[src/async_timer_consts.vh]
// Constants for the asynchronous timer with staged writes and prescaler.
// Assumes a 32-bit Avalon-MM slave port with byte addresses and one word
// per register.
`ifndef ASYNC_TIMER_CONSTS_VH
`define ASYNC_TIMER_CONSTS_VH

// ****************************************************************
// Register byte offsets
// ****************************************************************
`define OFS_COUNTER 5'h00
`define OFS_CMP_A 5'h04
`define OFS_CMP_B 5'h08
`define OFS_CTRL_A 5'h0c
`define OFS_CTRL_B 5'h10
`define OFS_STATUS 5'h14
`define OFS_GEN_CTRL 5'h18
`define OFS_FLAGS 5'h1c
`define OFS_IRQ_EN 5'h20

// ****************************************************************
// Staged register indices
// ****************************************************************
`define NUM_STAGED 5
`define IDX_COUNTER 3'h0
`define IDX_CMP_A 3'h1
`define IDX_CMP_B 3'h2
`define IDX_CTRL_A 3'h3
`define IDX_CTRL_B 3'h4

// ****************************************************************
// Status register fields
// ****************************************************************
`define ST_CTRL_B_BUSY 0
`define ST_CTRL_A_BUSY 1
`define ST_CMP_B_BUSY 2
`define ST_CMP_A_BUSY 3
`define ST_CNT_BUSY 4
`define ST_ASYNC_SEL 5
`define ST_EXT_CLK 6
`define ST_REGS_LOST 7

// ****************************************************************
// Other fields
// ****************************************************************
`define GEN_PSC_RESET 1
`define FLG_OVF 0
`define FLG_CMP_A 1
`define FLG_CMP_B 2
`define CTRL_A_TOGGLE_A 6
`define CTRL_B_CS_HI 2
`define CTRL_B_CS_LO 0

// ****************************************************************
// Prescaler selections and masks
// ****************************************************************
`define CS_STOP 3'h0
`define CS_DIV1 3'h1
`define CS_DIV8 3'h2
`define CS_DIV32 3'h3
`define CS_DIV64 3'h4
`define CS_DIV128 3'h5
`define CS_DIV256 3'h6
`define CS_DIV1024 3'h7
`define PSC_M1 10'h000
`define PSC_M8 10'h007
`define PSC_M32 10'h01f
`define PSC_M64 10'h03f
`define PSC_M128 10'h07f
`define PSC_M256 10'h0ff
`define PSC_M1024 10'h3ff

// ****************************************************************
// Widths, reset values and counts
// ****************************************************************
`define BYTE_ZERO 8'h00
`define BYTE_MAX 8'hff
`define COMMIT_EDGES 2'h2
`define FLAG_SYNC_STAGES 3

`endif

[src/async_timer_sync_prescaler.v]
// Asynchronous 8-bit timer core: staged register writes with busy flags,
// counter read-back holding register, flag synchronisation, clock source
// selection and prescaler.
// Assumes a 10 MHz system clock more than four times the oscillator rate,
// and an oscillator pin that is asynchronous to it.
`timescale 1ns/1ns
`include "async_timer_consts.vh"
`default_nettype none

module async_timer_sync_prescaler (
	// Clock and reset
	input wire sys_clk_i,
	input wire resetn_i,
	// Avalon-MM slave
	input wire [4:0] address_i,
	input wire read_i,
	input wire write_i,
	input wire [31:0] writedata_i,
	output reg [31:0] readdata_o,
	output reg waitrequest_o,
	// Oscillator pin and power state
	input wire osc_input_pin_i,
	input wire power_save_i,
	input wire power_down_i,
	// Pin and system controls
	output reg osc_enable_o,
	output reg osc_amp_enable_o,
	output reg osc_port_detach_o,
	output reg compare_out_o,
	output reg wake_request_o
);

	// ****************************************************************
	// Oscillator synchroniser and timer source edge
	// ****************************************************************
	reg osc_meta_q;
	reg osc_sync_q;
	reg osc_prev_q;
	reg async_sel_q;
	reg ext_clk_q;
	wire osc_rise;
	wire src_edge;

	always @(posedge sys_clk_i or negedge resetn_i) begin
		if (!resetn_i) begin
			osc_meta_q <= 1'b0;
			osc_sync_q <= 1'b0;
			osc_prev_q <= 1'b0;
		end else begin
			osc_meta_q <= osc_input_pin_i;
			osc_sync_q <= osc_meta_q;
			osc_prev_q <= osc_sync_q;
		end
	end

	assign osc_rise = osc_sync_q & ~osc_prev_q;
	// The I/O clock is the source by default, so every cycle is an edge.
	assign src_edge = async_sel_q ? osc_rise : 1'b1;

	// ****************************************************************
	// Bus decode
	// ****************************************************************
	wire bus_req;
	wire wr_fire;
	reg [2:0] wr_idx;
	reg wr_staged;

	assign bus_req = read_i | write_i;
	assign wr_fire = write_i & ~waitrequest_o;

	always @* begin
		wr_staged = wr_fire;
		wr_idx = `IDX_COUNTER;
		case (address_i)
		`OFS_COUNTER: wr_idx = `IDX_COUNTER;
		`OFS_CMP_A: wr_idx = `IDX_CMP_A;
		`OFS_CMP_B: wr_idx = `IDX_CMP_B;
		`OFS_CTRL_A: wr_idx = `IDX_CTRL_A;
		`OFS_CTRL_B: wr_idx = `IDX_CTRL_B;
		default: wr_staged = 1'b0;
		endcase
	end

	// ****************************************************************
	// Staging, busy flags and destinations
	// ****************************************************************
	reg [7:0] stage_q [0:`NUM_STAGED-1];
	reg [7:0] dest_q [0:`NUM_STAGED-1];
	reg [1:0] edge_cnt_q [0:`NUM_STAGED-1];
	reg [`NUM_STAGED-1:0] busy_q;
	reg [9:0] psc_q;
	reg psc_reset_q;
	reg timer_tick;
	reg [9:0] psc_mask;
	reg cmp_a_hit;
	reg cmp_b_hit;
	reg ovf_hit;
	reg regs_lost_q;
	reg power_down_prev_q;
	integer i;

	always @* begin
		case (dest_q[`IDX_CTRL_B][`CTRL_B_CS_HI:`CTRL_B_CS_LO])
		`CS_DIV1: psc_mask = `PSC_M1;
		`CS_DIV8: psc_mask = `PSC_M8;
		`CS_DIV32: psc_mask = `PSC_M32;
		`CS_DIV64: psc_mask = `PSC_M64;
		`CS_DIV128: psc_mask = `PSC_M128;
		`CS_DIV256: psc_mask = `PSC_M256;
		`CS_DIV1024: psc_mask = `PSC_M1024;
		default: psc_mask = `PSC_M1;
		endcase
		timer_tick = src_edge & ~psc_reset_q &
			(dest_q[`IDX_CTRL_B][`CTRL_B_CS_HI:`CTRL_B_CS_LO] != `CS_STOP) &
			((psc_q & psc_mask) == psc_mask);
		// A pending counter or compare write blocks the match.
		cmp_a_hit = timer_tick & ~busy_q[`IDX_COUNTER] &
			~busy_q[`IDX_CMP_A] &
			(dest_q[`IDX_COUNTER] == dest_q[`IDX_CMP_A]);
		cmp_b_hit = timer_tick & ~busy_q[`IDX_COUNTER] &
			~busy_q[`IDX_CMP_B] &
			(dest_q[`IDX_COUNTER] == dest_q[`IDX_CMP_B]);
		ovf_hit = timer_tick & ~busy_q[`IDX_COUNTER] &
			(dest_q[`IDX_COUNTER] == `BYTE_MAX);
	end

	always @(posedge sys_clk_i or negedge resetn_i) begin
		if (!resetn_i) begin
			busy_q <= {`NUM_STAGED{1'b0}};
			for (i = 0; i < `NUM_STAGED; i = i + 1) begin
				stage_q[i] <= `BYTE_ZERO;
				dest_q[i] <= `BYTE_ZERO;
				edge_cnt_q[i] <= 2'h0;
			end
		end else begin
			if (timer_tick)
				dest_q[`IDX_COUNTER] <= dest_q[`IDX_COUNTER] + 8'h01;
			for (i = 0; i < `NUM_STAGED; i = i + 1) begin
				if (wr_staged && wr_idx == i[2:0]) begin
					stage_q[i] <= writedata_i[7:0];
					busy_q[i] <= 1'b1;
					edge_cnt_q[i] <= 2'h0;
				end else if (busy_q[i] && src_edge) begin
					if (edge_cnt_q[i] == `COMMIT_EDGES - 2'h1) begin
						dest_q[i] <= stage_q[i];
						busy_q[i] <= 1'b0;
					end else begin
						edge_cnt_q[i] <= edge_cnt_q[i] + 2'h1;
					end
				end
			end
		end
	end

	// ****************************************************************
	// Prescaler
	// ****************************************************************
	always @(posedge sys_clk_i or negedge resetn_i) begin
		if (!resetn_i) begin
			psc_q <= 10'h000;
		end else if (psc_reset_q) begin
			psc_q <= 10'h000;
		end else if (src_edge) begin
			psc_q <= psc_q + 10'h001;
		end
	end

	// ****************************************************************
	// Counter read-back holding register
	// ****************************************************************
	reg [7:0] cnt_hold_q;

	always @(posedge sys_clk_i or negedge resetn_i) begin
		if (!resetn_i)
			cnt_hold_q <= `BYTE_ZERO;
		else if (src_edge)
			cnt_hold_q <= dest_q[`IDX_COUNTER];
	end

	// ****************************************************************
	// Flag synchronisation, wake-up and compare output
	// ****************************************************************
	// Events are caught at the timer edge and then walk a short pipeline
	// so that, with the I/O clock as source, software never sees a flag before the counter has moved on.
	reg [2:0] evt_q [0:`FLAG_SYNC_STAGES-1];
	reg [2:0] flags_q;
	reg [2:0] irq_en_q;
	reg armed_q;
	wire flg_clr;
	wire [2:0] evt_now;

	assign flg_clr = wr_fire & (address_i == `OFS_FLAGS);
	assign evt_now = {cmp_b_hit, cmp_a_hit, ovf_hit};

	always @(posedge sys_clk_i or negedge resetn_i) begin
		if (!resetn_i) begin
			for (i = 0; i < `FLAG_SYNC_STAGES; i = i + 1)
				evt_q[i] <= 3'h0;
			flags_q <= 3'h0;
			armed_q <= 1'b1;
			wake_request_o <= 1'b0;
			compare_out_o <= 1'b0;
		end else begin
			evt_q[0] <= evt_now;
			for (i = 1; i < `FLAG_SYNC_STAGES; i = i + 1)
				evt_q[i] <= evt_q[i-1];
			// A new event wins over a clear in the same cycle.
			flags_q <= (flags_q & ~({3{flg_clr}} & writedata_i[2:0])) |
				evt_q[`FLAG_SYNC_STAGES-1];
			if (cmp_a_hit && dest_q[`IDX_CTRL_A][`CTRL_A_TOGGLE_A])
				compare_out_o <= ~compare_out_o;
			wake_request_o <= 1'b0;
			if (wake_request_o) begin
				armed_q <= 1'b0;
			end else if (!armed_q) begin
				if (src_edge)
					armed_q <= 1'b1;
			end else if (power_save_i && src_edge &&
				((flags_q & irq_en_q) != 3'h0)) begin
				wake_request_o <= 1'b1;
			end
		end
	end

	// ****************************************************************
	// Control registers and oscillator control
	// ****************************************************************
	always @(posedge sys_clk_i or negedge resetn_i) begin
		if (!resetn_i) begin
			async_sel_q <= 1'b0;
			ext_clk_q <= 1'b0;
			irq_en_q <= 3'h0;
			psc_reset_q <= 1'b0;
			regs_lost_q <= 1'b0;
			power_down_prev_q <= 1'b0;
			osc_enable_o <= 1'b0;
			osc_amp_enable_o <= 1'b0;
			osc_port_detach_o <= 1'b0;
		end else begin
			power_down_prev_q <= power_down_i;
			psc_reset_q <= wr_fire && address_i == `OFS_GEN_CTRL &&
				writedata_i[`GEN_PSC_RESET];
			if (wr_fire && address_i == `OFS_STATUS) begin
				// Contents are not cleaned on a switch; software rewrites.
				async_sel_q <= writedata_i[`ST_ASYNC_SEL];
				ext_clk_q <= writedata_i[`ST_EXT_CLK];
			end
			if (wr_fire && address_i == `OFS_IRQ_EN)
				irq_en_q <= writedata_i[2:0];
			if (power_down_prev_q && !power_down_i)
				regs_lost_q <= 1'b1;
			else if (wr_staged)
				regs_lost_q <= 1'b0;
			osc_enable_o <= async_sel_q & ~power_down_i;
			osc_amp_enable_o <= async_sel_q & ~ext_clk_q &
				~power_down_i;
			osc_port_detach_o <= async_sel_q;
		end
	end

	// ****************************************************************
	// Avalon-MM response
	// ****************************************************************
	// Every access waits exactly one cycle; read data are captured while
	// waitrequest is still high so they stand at the accepting edge.
	always @(posedge sys_clk_i or negedge resetn_i) begin
		if (!resetn_i) begin
			waitrequest_o <= 1'b1;
			readdata_o <= 32'h0000_0000;
		end else begin
			waitrequest_o <= ~(bus_req & waitrequest_o);
			if (read_i && waitrequest_o) begin
				case (address_i)
				`OFS_COUNTER: readdata_o <= {24'h000000, cnt_hold_q};
				`OFS_CMP_A: readdata_o <= {24'h000000, dest_q[`IDX_CMP_A]};
				`OFS_CMP_B: readdata_o <= {24'h000000, dest_q[`IDX_CMP_B]};
				`OFS_CTRL_A: readdata_o <= {24'h000000, dest_q[`IDX_CTRL_A]};
				`OFS_CTRL_B: readdata_o <= {24'h000000, dest_q[`IDX_CTRL_B]};
				`OFS_STATUS: readdata_o <= {24'h000000, regs_lost_q,
					ext_clk_q, async_sel_q, busy_q[`IDX_COUNTER],
					busy_q[`IDX_CMP_A], busy_q[`IDX_CMP_B],
					busy_q[`IDX_CTRL_A], busy_q[`IDX_CTRL_B]};
				`OFS_GEN_CTRL: readdata_o <= {30'h00000000, psc_reset_q,
					1'b0};
				`OFS_FLAGS: readdata_o <= {29'h00000000, flags_q};
				`OFS_IRQ_EN: readdata_o <= {29'h00000000, irq_en_q};
				default: readdata_o <= 32'h0000_0000;
				endcase
			end
		end
	end

endmodule // async_timer_sync_prescaler

`default_nettype wire

[config.mk]
export PLATFORM = sky130hd
export DESIGN_NAME = async_timer_sync_prescaler
export DESIGN_NICKNAME = d
export VERILOG_FILES = /design/src/async_timer_sync_prescaler.v
export VERILOG_INCLUDE_DIRS = /design/src
export SDC_FILE = /design/constraint.sdc
export NUM_CORES = 1
export LEC_CHECK = 0
export ABC_AREA = 1
export BUFFER_PORTS_ARGS = -buffer_cell sky130_fd_sc_hd__buf_2
export CAP_MARGIN = 20
export CORE_ASPECT_RATIO = 2
export CORE_MARGIN = 2
export CORE_UTILIZATION = 60
export DETAILED_ROUTE_END_ITERATION = 12
export GPL_ROUTABILITY_DRIVEN = 0
export PLACE_DENSITY_LB_ADDON = 0.15
export RECOVER_POWER = 25
export SLEW_MARGIN = 0
export SYNTH_ARGS = -nofsm -noshare
export SYNTH_HDL_FRONTEND = slang
export SYNTH_SLANG_ARGS = --single-unit
export TNS_END_PERCENT = 30
[constraint.sdc]
create_clock -name sys_clk_i -period 4.71 [get_ports sys_clk_i]
set_clock_uncertainty 0.15 [all_clocks]
set_input_delay 0.471 -clock sys_clk_i [delete_from_list [all_inputs] [get_ports sys_clk_i]]
set_output_delay 0.471 -clock sys_clk_i [all_outputs]
set_load 0.02 [all_outputs]
==> results.md, run 1 <==
- Status: finished, final reports clean
- First-pass GRT wire length: 27500 um
- # rows: 56
- Clock share of power: 0.361
- Relative slew slack: 0.212
- I/O pins: 82
- Setup_tns: 0 ns
- RSZ-0062 raised after global routing: false
- Worst hold path class: in -> reg
- DR WL/cell: 16.9 um
- Worst setup SP type: flop
- Core Region: 11700 sq um
- DIE WIDTH: 81.2 um
- Met2 WL post-DR: 9330 um
- Final count of hold timing violations: 0
- Int Pwr: 2.81 mW
- Critical path cell sequence: inv_1, nand2_1, nand2_1, clkbuf_1, nand3_1, nor2_1, nand2_1, nand2_1, nand3_1, o21ai_0, inv_1
- Arrival time at the worst endpoint: 3.06 ns
- Vias in the first global route: 5643
- CP startpoint: osc_prev_q
- Worst-path fanout max: 23
- Root buffer cell: clkbuf_16
- DRC viols: 0
- Launching point of the worst reg2reg path: osc_prev_q
- FMAX: 345 MHz
- Max Cap Violations: 0
- Critical path buffer and inverter count: 3
- Count of cell types in the netlist: 38
- Sequential area share after synthesis: 0.529
- CTS Buf Count: 17
- GRT Residual Overflow: 0
- Worst-margin pin slew: 1.18 ns
- Drt total wl: 17600 um
- Psw: 1.37 mW
- PortBufs: 33
- Post-synth ARST share: 1.00
- ANT nets after route: 0
- Largest net degree at the start of global routing: 120
- Tcrit/Tclk final: 0.616
- Sequential share of power: 0.423
- CP delay by family, top: simple AND/OR/NAND/NOR gates
- Crit Path Category: reg -> reg
- Static Leak: 4.15 nW
- Worst VDD drop: 0.000375 V
- Worst path slowest cell: clkbuf_1
- Hold path startpoint: read_i
- Final setup viols: 0
- Worst skew pair latency: 0.43 ns
- Synthesized cell area: 7150 sq um
- DR vias/cell: 5.50
- ANT cells: 0
- Layout Area Growth over Synthesis: 12.1%
- EDFF count, synth: 0
- Yosys reg bits: 151
- Highest routed layer: met4
- Clk buf depth: 2
- Met3 WL: 762 um
- Worst Path Required: 4.87 ns
- Htree depth: 4
- Met1 Routed Length: 6240 um
- Synth Flop Type: dfrtp_1
- Combinational Power Share: 0.216
- Sw frac: 0.328
- Avg Inst Size Synth: 8.48 sq um
- P per Cell Area: 522 nW/um^2
- Cells after Synth: 843
- Fin cells: 1040
- CTS sink count: 151
- Starting density of the core: 0.611
- Initial antenna violation count: 0
- CP most frequent cell: nand2_1
- Number of iterations in the first detailed-routing pass: 5
- Die Height: 158 um
- Clock slew at reported path FFs: 0.06 ns
- Syn. warnings: 0
- Total track usage: 0.292
- Post-DP HPWL: 12700 um
- CP endpoint kind: flop
- Die area: 12900 sq um
- Via count: 5718
- DP Cell Count: 1005
- DR iter-0 viols: 468
- Worst path max stage delay: 0.86 ns
- Fin. max-slew vios: 0
- Layout Nets: 933
- Min Tclk post-route: 2.90 ns
- Layout cell share with drive strength beyond 1: 0.123
- CTS tree: done
[final cells by class]
class,instances,area (sq um)
inverter,122,458
fill,941,3690
clock buffer,19,443
tap,145,181
sequential,151,3780
timing repair buffer,39,225
clock inverter,13,216
multi-input combinational,551,2710
[kinds of logic (layout without fill, tap and decap cells)]
group           after synthesis  in the layout  share of synthesized area
fa+ha+maj                     7              7                     0.0123
buf+inv                     164            193                      0.104
flops                       151            151                      0.529
compound gates              147            147                      0.119
simple gates                359            359                      0.218
other cells                   1             24                   0.000525
xor+xnor                     14             14                     0.0172
[registers in the layout, indices dropped and copies added (netlist names), 3 cells and up]
name	count
busy_q	5
cnt_hold_q	8
dest_q	40
edge_cnt_q	10
evt_q	9
flags_q	3
irq_en_q	3
psc_q	10
readdata_o	8
stage_q	40
[per-stage QoR]
step                power [mW]  area, sq um  hold WS, ns   util  setup slack (ns)
global route              4.41         8010       0.0766  0.685              1.62
global placement          2.62         7320        0.182  0.626              2.19
finish                    4.18         8010       0.0763  0.685              1.81
detailed placement        2.67         7320        0.186  0.626              2.16
floorplan                 2.39         7240       0.0254      -              2.87
CTS                       4.19         7990       0.0573  0.683              2.38
[timing repair]
action                    4_1_cts  5_1_grt
hold buffers                    1        1
hold endpoints to repair        1       14
setup buffers                   0        0
resized for setup               0        0
[routing by layer]
metal	track usage	vias up
met4	0.198	0
li1	-	2698
met2	0.512	216
met3	0.0573	78
met5	0	-
met1	0.308	2726
[cells in the mapped netlist (4+ instances only)]
master / n / area share
o21ai_2: 18 / 0.022
nand2_1: 252 / 0.13
nor2_1: 43 / 0.023
inv_1: 115 / 0.060
nand2_2: 4 / 0.0035
o22ai_1: 16 / 0.014
buf_6: 4 / 0.0063
nor3_1: 9 / 0.0063
clkbuf_1: 7 / 0.0037
nand4_1: 5 / 0.0044
buf_4: 25 / 0.026
ha_1: 7 / 0.012
buf_2: 6 / 0.0042
dfrtp_1: 149 / 0.52
xor2_1: 9 / 0.011
nor2_4: 4 / 0.0063
a21oi_1: 18 / 0.013
o21ai_1: 9 / 0.0063
xnor2_1: 5 / 0.0061
o21ai_0: 76 / 0.053
inv_2: 7 / 0.0037
nand3_1: 28 / 0.020
[worst paths after layout]
check,endpoint,slack (ns),cells past startpoint
max in group asynchronous,dest_q[28],2.41,4
worst min-delay path,waitrequest_o,0.08,2
min in group asynchronous,osc_meta_q,0.54,2
worst max register to register,dest_q[33],1.81,11
worst min register to register,osc_sync_q,0.20,0
worst max-delay path,dest_q[33],1.81,11
[power groups by stage]
| stage | registers [mW] | clock network, mW | logic, mW |
|---|---|---|---|
| after floorplan | 1.69 | 0 | 0.697 |
| after global routing | 1.79 | 1.58 | 1.03 |
| after CTS | 1.76 | 1.52 | 0.906 |
| final | 1.77 | 1.51 | 0.906 |
| after detailed placement | 1.78 | 0 | 0.893 |
| after global placement | 1.77 | 0 | 0.848 |
[cell usage in the layout (no fill, tap or decap), types with 7 or more instances in the layout]
master / instances
clkbuf_16: 17
nand2_1: 252
conb_1: 24
nand3_1: 28
dfrtp_1: 149
o21ai_1: 9
inv_2: 7
nor2_1: 43
o22ai_1: 16
o21ai_0: 76
xor2_1: 9
a21oi_1: 18
inv_1: 115
ha_1: 7
nor3_1: 9
o21ai_2: 18
buf_2: 31
Power figures use the tool's default switching activity.
==> run 2: changes to the inputs <==
- ABC_AREA: 1 -> 0
- CORE_UTILIZATION: 60 -> 52
- clock period: 4.71 -> 2.4 ns (I/O delays scaled with it)
==> run 2 against run 1 <==
The flow now finishes with violations (max-capacitance violations, max-slew violations); utilization fell by 6.3 points; sequential share of layout area grew 1.3 points; cell area down 2.6%; maximum frequency increased by 27%; first-iteration DRC count decreased by 47%; register-to-register slack worse by 1.7 ns; non-clock buffer count is 33 higher; critical endpoint is now dest_q[27]; sequential power is 120% higher; power is 93% higher; setup slack got worse by 1.7 ns; hold slack got worse by 0.060 ns; routed wire length shrank 7.9%.
==> results.md, run 2 <==
- Hold Path Depth: 3 (was 2)
- Top Registers: dest_q x40, stage_q x40 (unchanged)
- Failing checks: max-capacitance violations, max-slew violations
- Post-CTS Setup Bufs: 0 (unchanged)
- Final count of hold timing violations: 0 (unchanged)
- Reg-to-reg critical path endpoint: dest_q[27] (was dest_q[33])
- Number of iterations in the first detailed-routing pass: 7 (was 5)
- CTS tree: done (unchanged)
- Final setup viols: 0 (unchanged)
- RSZ-0062 raised after global routing: false (unchanged)
- Most common cell in the synthesized netlist: dfrtp_1 (was nand2_1)
- EDFF count, synth: 0 (unchanged)
- Die Height: 165 um (was 158 um)
- Post-synth ARST share: 1.00 (unchanged)
- Total track usage: 0.248 (was 0.292)
- Post-synth top area cell: dfrtp_1 (unchanged)
- CTS Buf Count: 17 (unchanged)
- Status: finished with violations (was finished, final reports clean)
- DIE WIDTH: 84.3 um (was 81.2 um)
- I/O pins: 82 (unchanged)
- Total Power: 8.08 mW (was 4.18 mW)
- Layout fillers: 1036 (was 941)
- Fin Hold WS: 0.0164 ns (was 0.0763 ns)
- Initial antenna violation count: 0 (unchanged)
- Worst-path fanout max: 9 (was 23)
- Min Tclk post-route: 2.28 ns (was 2.90 ns)
- CTS sink count: 151 (unchanged)
- Worst setup SP type: flop (unchanged)
- Fin. max-slew vios: 62 (was 0)
- Cells after Synth: 587 (was 843)
- Static Leak: 3.82 nW (was 4.15 nW)
- Crit Path Category: reg -> reg (unchanged)
- Synth Flop Type: dfrtp_1 (unchanged)
- CP endpoint kind: flop (unchanged)
- # rows: 58 (was 56)
- Clock slew at reported path FFs: 0.07 ns (was 0.06 ns)
- Post-Place Worst Slack: -0.0414 ns (was 2.16 ns)
- Most frequent cells in the layout: dfrtp_1 (149), nand2_1 (78), mux2_2 (69) (was nand2_1 (252), dfrtp_1 (149), inv_1 (115))
- Max Cap Violations: 1 (was 0)
- Drt total wl: 16200 um (was 17600 um)
- Reg2reg path depth: 5 (was 11)
- Starting density of the core: 0.534 (was 0.611)
- Launching point of the worst reg2reg path: waitrequest_o (was osc_prev_q)
- Root buffer cell: clkbuf_16 (unchanged)
- Fin cells: 816 (was 1040)
- Avg Inst Size Synth: 11.4 sq um (was 8.48 sq um)
- CP Capture Point: dest_q[27] (was dest_q[33])
- Final setup margin: 0.119 ns (was 1.81 ns)
- Layout Nets: 704 (was 933)
- DP Cell Count: 771 (was 1005)
- Layout cell share with drive strength beyond 1: 0.254 (was 0.123)
- Htree depth: 4 (unchanged)
- Worst-margin pin slew: 1.65 ns (was 1.18 ns)
- DR vias/cell: 5.69 (was 5.50)
- Sequential area share after synthesis: 0.564 (was 0.529)
- Worst VDD drop: 0.000719 V (was 0.000375 V)
- Most common cell after layout, fill and taps aside: dfrtp_1 (was nand2_1)
- First-pass GRT wire length: 25800 um (was 27500 um)
- Worst Path Required: 2.56 ns (was 4.87 ns)
- Tcrit/Tclk final: 0.951 (was 0.616)
- ANT cells: 0 (unchanged)
- Final Cell Area: 7800 sq um (was 8010 sq um)
- CP startpoint: waitrequest_o (was osc_prev_q)
- Die area: 13900 sq um (was 12900 sq um)
- Layout Area Growth over Synthesis: 16.4% (was 12.1%)
- Most frequent cells after synthesis: dfrtp_1 (149), nand2_1 (78), mux2_2 (69) (was nand2_1 (252), dfrtp_1 (149), inv_1 (115))
- Worst hold path class: in -> reg (unchanged)
- Largest net degree at the start of global routing: 64 (was 120)
- Yosys top cell area share: 0.556 (was 0.522)
- Core Region: 12600 sq um (was 11700 sq um)
- Relative slew slack: -0.102 (was 0.212)
- GRT Residual Overflow: 0 (unchanged)
- DRC viols: 0 (unchanged)
- Worst R2R Setup Slack: 0.12 ns (was 1.81 ns)
- P per Cell Area: 1040 nW/um^2 (was 522 nW/um^2)
- Top post-synthesis cells by area: dfrtp_1 (56%), mux2_2 (12%), nand2_1 (4.4%) (was dfrtp_1 (52%), nand2_1 (13%), inv_1 (6.0%))
- Arrival time at the worst endpoint: 2.44 ns (was 3.06 ns)
- Vias in the first global route: 4827 (was 5643)
- PortBufs: 33 (unchanged)
- Yosys reg bits: 151 (unchanged)
- Cell Area, Placed: 7090 sq um (was 7320 sq um)
- Clk buf depth: 2 (unchanged)
- Syn. warnings: 0 (unchanged)
- DR WL/cell: 19.8 um (was 16.9 um)
- Worst skew pair latency: 0.43 ns (about the same)
- Count of cell types in the netlist: 46 (was 38)
- DR iter-0 viols: 250 (was 468)
- Synthesized cell area: 6700 sq um (was 7150 sq um)
- FMAX: 438 MHz (was 345 MHz)
- Via count: 4644 (was 5718)
- ANT nets after route: 0 (unchanged)
- Post-DP HPWL: 11900 um (was 12700 um)
==> run 2: cell types whose count changed in the layout (fill, tap and decap cells not counted), sizes merged, moves of 16 or more <==
cell / delta
nand3: -22
mux2: +69
buf: +23
a22oi: +17
inv: -105
o21ai: -94
nand2: -181
xnor2: +18
o22ai: -16
==> run 2: metal layers <==
layer	vias up	GRT usage	share of wire
li1	2126	-	-
met1	2364	0.274	0.36
met2	121	0.457	0.57
met3	33	0.0445	0.033
met4	0	0.112	0.036
met5	-	0	0
==> run 2: final cells by class <==
type | instances | area, sq um | share of cell area
clock buffers | 17 | 425 | 0.0545
clock inverters | 15 | 155 | 0.0199
inverters | 11 | 41.3 | 0.00529
multi-input cells | 400 | 2700 | 0.346
flip-flops and latches | 151 | 3780 | 0.485
well taps | 150 | 188 | 0.0241
repair buffers | 72 | 510 | 0.0654
==> run 2: cell families after synthesis <==
group                    Yosys count  synth area share
AO/OA/AOI/OAI                     72            0.0754
XOR/XNOR                          31            0.0405
adder cells (fa/ha/maj)            7            0.0131
buffers and inverters             59            0.0489
flip-flops                       151             0.564
multiplexers                      72             0.120
other                              1          0.000560
AND/OR/NAND/NOR                  194             0.137
==> run 2: power by group <==
part,internal (mW),leakage (nW),switching (mW)
logic,0.861,1.55,0.817
registers,3.18,1.99,0.630
clock network,1.39,0.283,1.20
==> run 2: worst min path at each step <==
stage / to / startpoint / slack, ns
6_report: irq_en_q[0] / writedata_i[0] / 0.02
5_1_grt: irq_en_q[0] / writedata_i[0] / 0.02
4_1_cts: psc_reset_q / address_i[4] / 0.0009
3_5_place_dp: stage_q[13] / resetn_i / 0.11
3_3_place_gp: stage_q[5] / resetn_i / 0.10
2_1_floorplan: async_sel_q / resetn_i / -0.21
==> run 2: critical path, stage by stage (launching register included) <==
cell and delay (ns):
dfstp_2 0.57, nand2b_1 0.19, nor4_2 0.07, buf_4 0.14, nor2_1 0.63, mux2_2 0.42
==> run 2: repair_timing <==
| action | CTS | global route |
|---|---|---|
| pin swaps | 0 | 0 |
| hold buffers | 13 | 0 |
| cloned | 0 | 0 |
| gates resized for setup | 1 | 1 |
| setup endpoints to repair | 1 | 2 |
| hold endpoints to repair | 76 | 0 |
==> run 2: per-stage QoR <==
step                TNS, ns  utilization
floorplan                 0            -
global placement          0        0.565
detailed placement  -0.0414        0.565
CTS                       0        0.622
global route              0        0.621
finish                    0        0.621
==> run 3: changes to the inputs <==
- ABC_AREA: 0 -> 1
- CORE_UTILIZATION: 52 -> 53
==> run 3 against run 2 <==
The flow now finishes without violations; routed wire length up 7.0%; critical path depth increased by 7; power barely moved; via count is 20% higher; largest power group unchanged; hold slack worse by 0.0075 ns; cell area is 5.2% higher; sequential share of layout area shrank 2.4 points; clock-buffer cell count increased by 3; utilization decreased by 0.38 points; clock power up 7.7%; sequential cell count did not move; register-to-register slack improved by 0.21 ns.
==> results.md, run 3 (synthesis results as in run 1) <==
- I/O pins: 82 (unchanged)
- Met1 Track Usage GR: 0.327 (was 0.274)
- CP endpoint kind: flop (unchanged)
- Fin. max-slew vios: 0 (was 62)
- Worst setup SP type: input port (was flop)
- Layout cell share with drive strength beyond 1: 0.132 (was 0.254)
- Tcrit/Tclk final: 0.903 (was 0.951)
- Drt total wl: 17300 um (was 16200 um)
- Worst-path fanout max: 20 (was 9)
- Final setup viols: 0 (unchanged)
- ANT nets after route: 0 (unchanged)
- Vias in the first global route: 5368 (was 4827)
- Worst Path Required: 2.56 ns (about the same)
- PortBufs: 33 (unchanged)
- Largest net degree at the start of global routing: 54 (was 64)
- Number of iterations in the first detailed-routing pass: 5 (was 7)
- Final Cell Area: 8210 sq um (was 7800 sq um)
- GRT Residual Overflow: 0 (unchanged)
- Met2 Use GR: 0.411 (was 0.457)
- Fin cells: 1071 (was 816)
- # rows: 60 (was 58)
- Min Tclk post-route: 2.17 ns (was 2.28 ns)
- DIE WIDTH: 86.1 um (was 84.3 um)
- Worst path slowest cell: dlygate4sd3_1 (was nor2_1)
- Layout fillers: 1211 (was 1036)
- DP Cell Count: 1023 (was 771)
- Status: finished, final reports clean (was finished with violations)
- ANT cells: 0 (unchanged)
- Worst-margin pin slew: 1.19 ns (was 1.65 ns)
- Cell Area, Placed: 7430 sq um (was 7090 sq um)
- Post-DP HPWL: 12200 um (was 11900 um)
- Critical path cell sequence: dlygate4sd3_1, buf_2, nor2_4, nand2_2, nor2_4, nand2_4, nand3_4, nand3b_4, nand2_4, inv_2, nand2_1, nand2_1 (was nand2b_1, nor4_2, buf_4, nor2_1, mux2_2)
- Most common cell after layout, fill and taps aside: nand2_1 (was dfrtp_1)
- Crit Path Category: in -> reg (was reg -> reg)
- Top Registers: dest_q x40, stage_q x40 (unchanged)
- Most frequent cells in the layout: nand2_1 (252), dfrtp_1 (149), inv_1 (115) (was dfrtp_1 (149), nand2_1 (78), mux2_2 (69))
- Max Cap Violations: 0 (was 1)
- Layout Area Growth over Synthesis: 14.8% (was 16.4%)
- Htree depth: 4 (unchanged)
- Post-Place Worst Slack: 0.364 ns (was -0.0414 ns)
- Core Util, Final: 0.618 (was 0.621)
- Layout Nets: 954 (was 704)
- DR vias/cell: 5.20 (was 5.69)
- Starting density of the core: 0.538 (was 0.534)
- DR iter-0 viols: 464 (was 250)
- Final count of hold timing violations: 0 (unchanged)
- P per Cell Area: 984 nW/um^2 (was 1040 nW/um^2)
- DR WL/cell: 16.2 um (was 19.8 um)
- Relative slew slack: 0.206 (was -0.102)
- Worst skew pair latency: 0.42 ns (was 0.43 ns)
- Met3 usage: 0.0426 (was 0.0445)
- Via count: 5568 (was 4644)
- Total track usage: 0.253 (was 0.248)
- Static Leak: 4.25 nW (was 3.82 nW)
- GR peak layer: met2 (unchanged)
- First-pass GRT wire length: 27800 um (was 25800 um)
- Core Region: 13300 sq um (was 12600 sq um)
- RSZ-0062 raised after global routing: false (unchanged)
- FMAX: 462 MHz (was 438 MHz)
- Setup_tns: 0 ns (unchanged)
- Worst path max stage delay: 0.54 ns (was 0.63 ns)
- Die Height: 168 um (was 165 um)
- Final setup margin: 0.233 ns (was 0.119 ns)
- Worst hold path class: in -> reg (unchanged)
- Clk buf depth: 2 (unchanged)
- DRC viols: 0 (unchanged)
- CTS sink count: 151 (unchanged)
- Root buffer cell: clkbuf_16 (unchanged)
- Post-cts resize count: 0 (was 1)
- Arrival time at the worst endpoint: 2.32 ns (was 2.44 ns)
- CTS tree: done (unchanged)
- Clock slew at reported path FFs: 0.06 ns (was 0.07 ns)
- Worst VDD drop: 0.000698 V (was 0.000719 V)
- Die area: 14500 sq um (was 13900 sq um)
- CTS Buf Count: 17 (unchanged)
- Initial antenna violation count: 0 (unchanged)
-- run 3: metal layers --
| metal | part of all wire | vias up |
|---|---|---|
| met5 | 0 | - |
| met4 | 0.040 | 0 |
| met3 | 0.049 | 43 |
| met2 | 0.50 | 170 |
| met1 | 0.41 | 2620 |
| li1 | - | 2735 |
-- run 3: where the power goes --
group	switching (mW)	internal [mW]	total [mW]	leakage, nW
combinational	1.19	0.671	1.86	2.00
clock	1.08	1.71	2.79	0.300
sequential	0.409	3.02	3.43	1.94
total	2.68	5.40	8.08	4.25
-- run 3: critical path: cells and delay by family --
| kind | cells | cell delay (ns) |
|---|---|---|
| simple gates | 9 | 1.32 |
| buf+inv | 3 | 0.78 |
-- run 3: worst paths after layout --
| kind | start | endpoint | slack [ns] | depth (start not counted) |
|---|---|---|---|---|
| max in group asynchronous | resetn_i | dest_q[22] | 0.76 | 3 |
| setup / recovery | address_i[0] | dest_q[15] | 0.23 | 12 |
| hold reg to reg | evt_q[3] | evt_q[0] | 0.20 | 0 |
| setup reg to reg | async_sel_q | compare_out_o | 0.33 | 9 |
| hold / removal | address_i[1] | psc_reset_q | 0.009 | 4 |
| min in group asynchronous | resetn_i | psc_q[8] | 0.46 | 2 |
-- run 3: through the flow --
stage | hold slack [ns] | total power, mW
3_5_place_dp | 0.0532 | 5.28
2_1_floorplan | -0.206 | 4.69
4_1_cts | 0.00203 | 8.11
5_1_grt | 0.0303 | 8.55
6_report | 0.00890 | 8.08
3_3_place_gp | 0.0530 | 5.21
-- run 3: cell type report --
cell class | count | area [sq um] | share of cell area
clock inverter | 12 | 165 | 0.0201
inverter | 122 | 458 | 0.0558
multi-input combinational | 551 | 2710 | 0.330
tap | 155 | 194 | 0.0236
clock buffer | 20 | 457 | 0.0556
sequential | 151 | 3780 | 0.461
timing repair buffer | 60 | 444 | 0.0541
-- run 3: repair_timing --
item,in CTS,in global routing
setup buffers,0,0
hold buffers,16,0
endpoints found under the hold margin,68,0
endpoints found under the setup margin,0,0
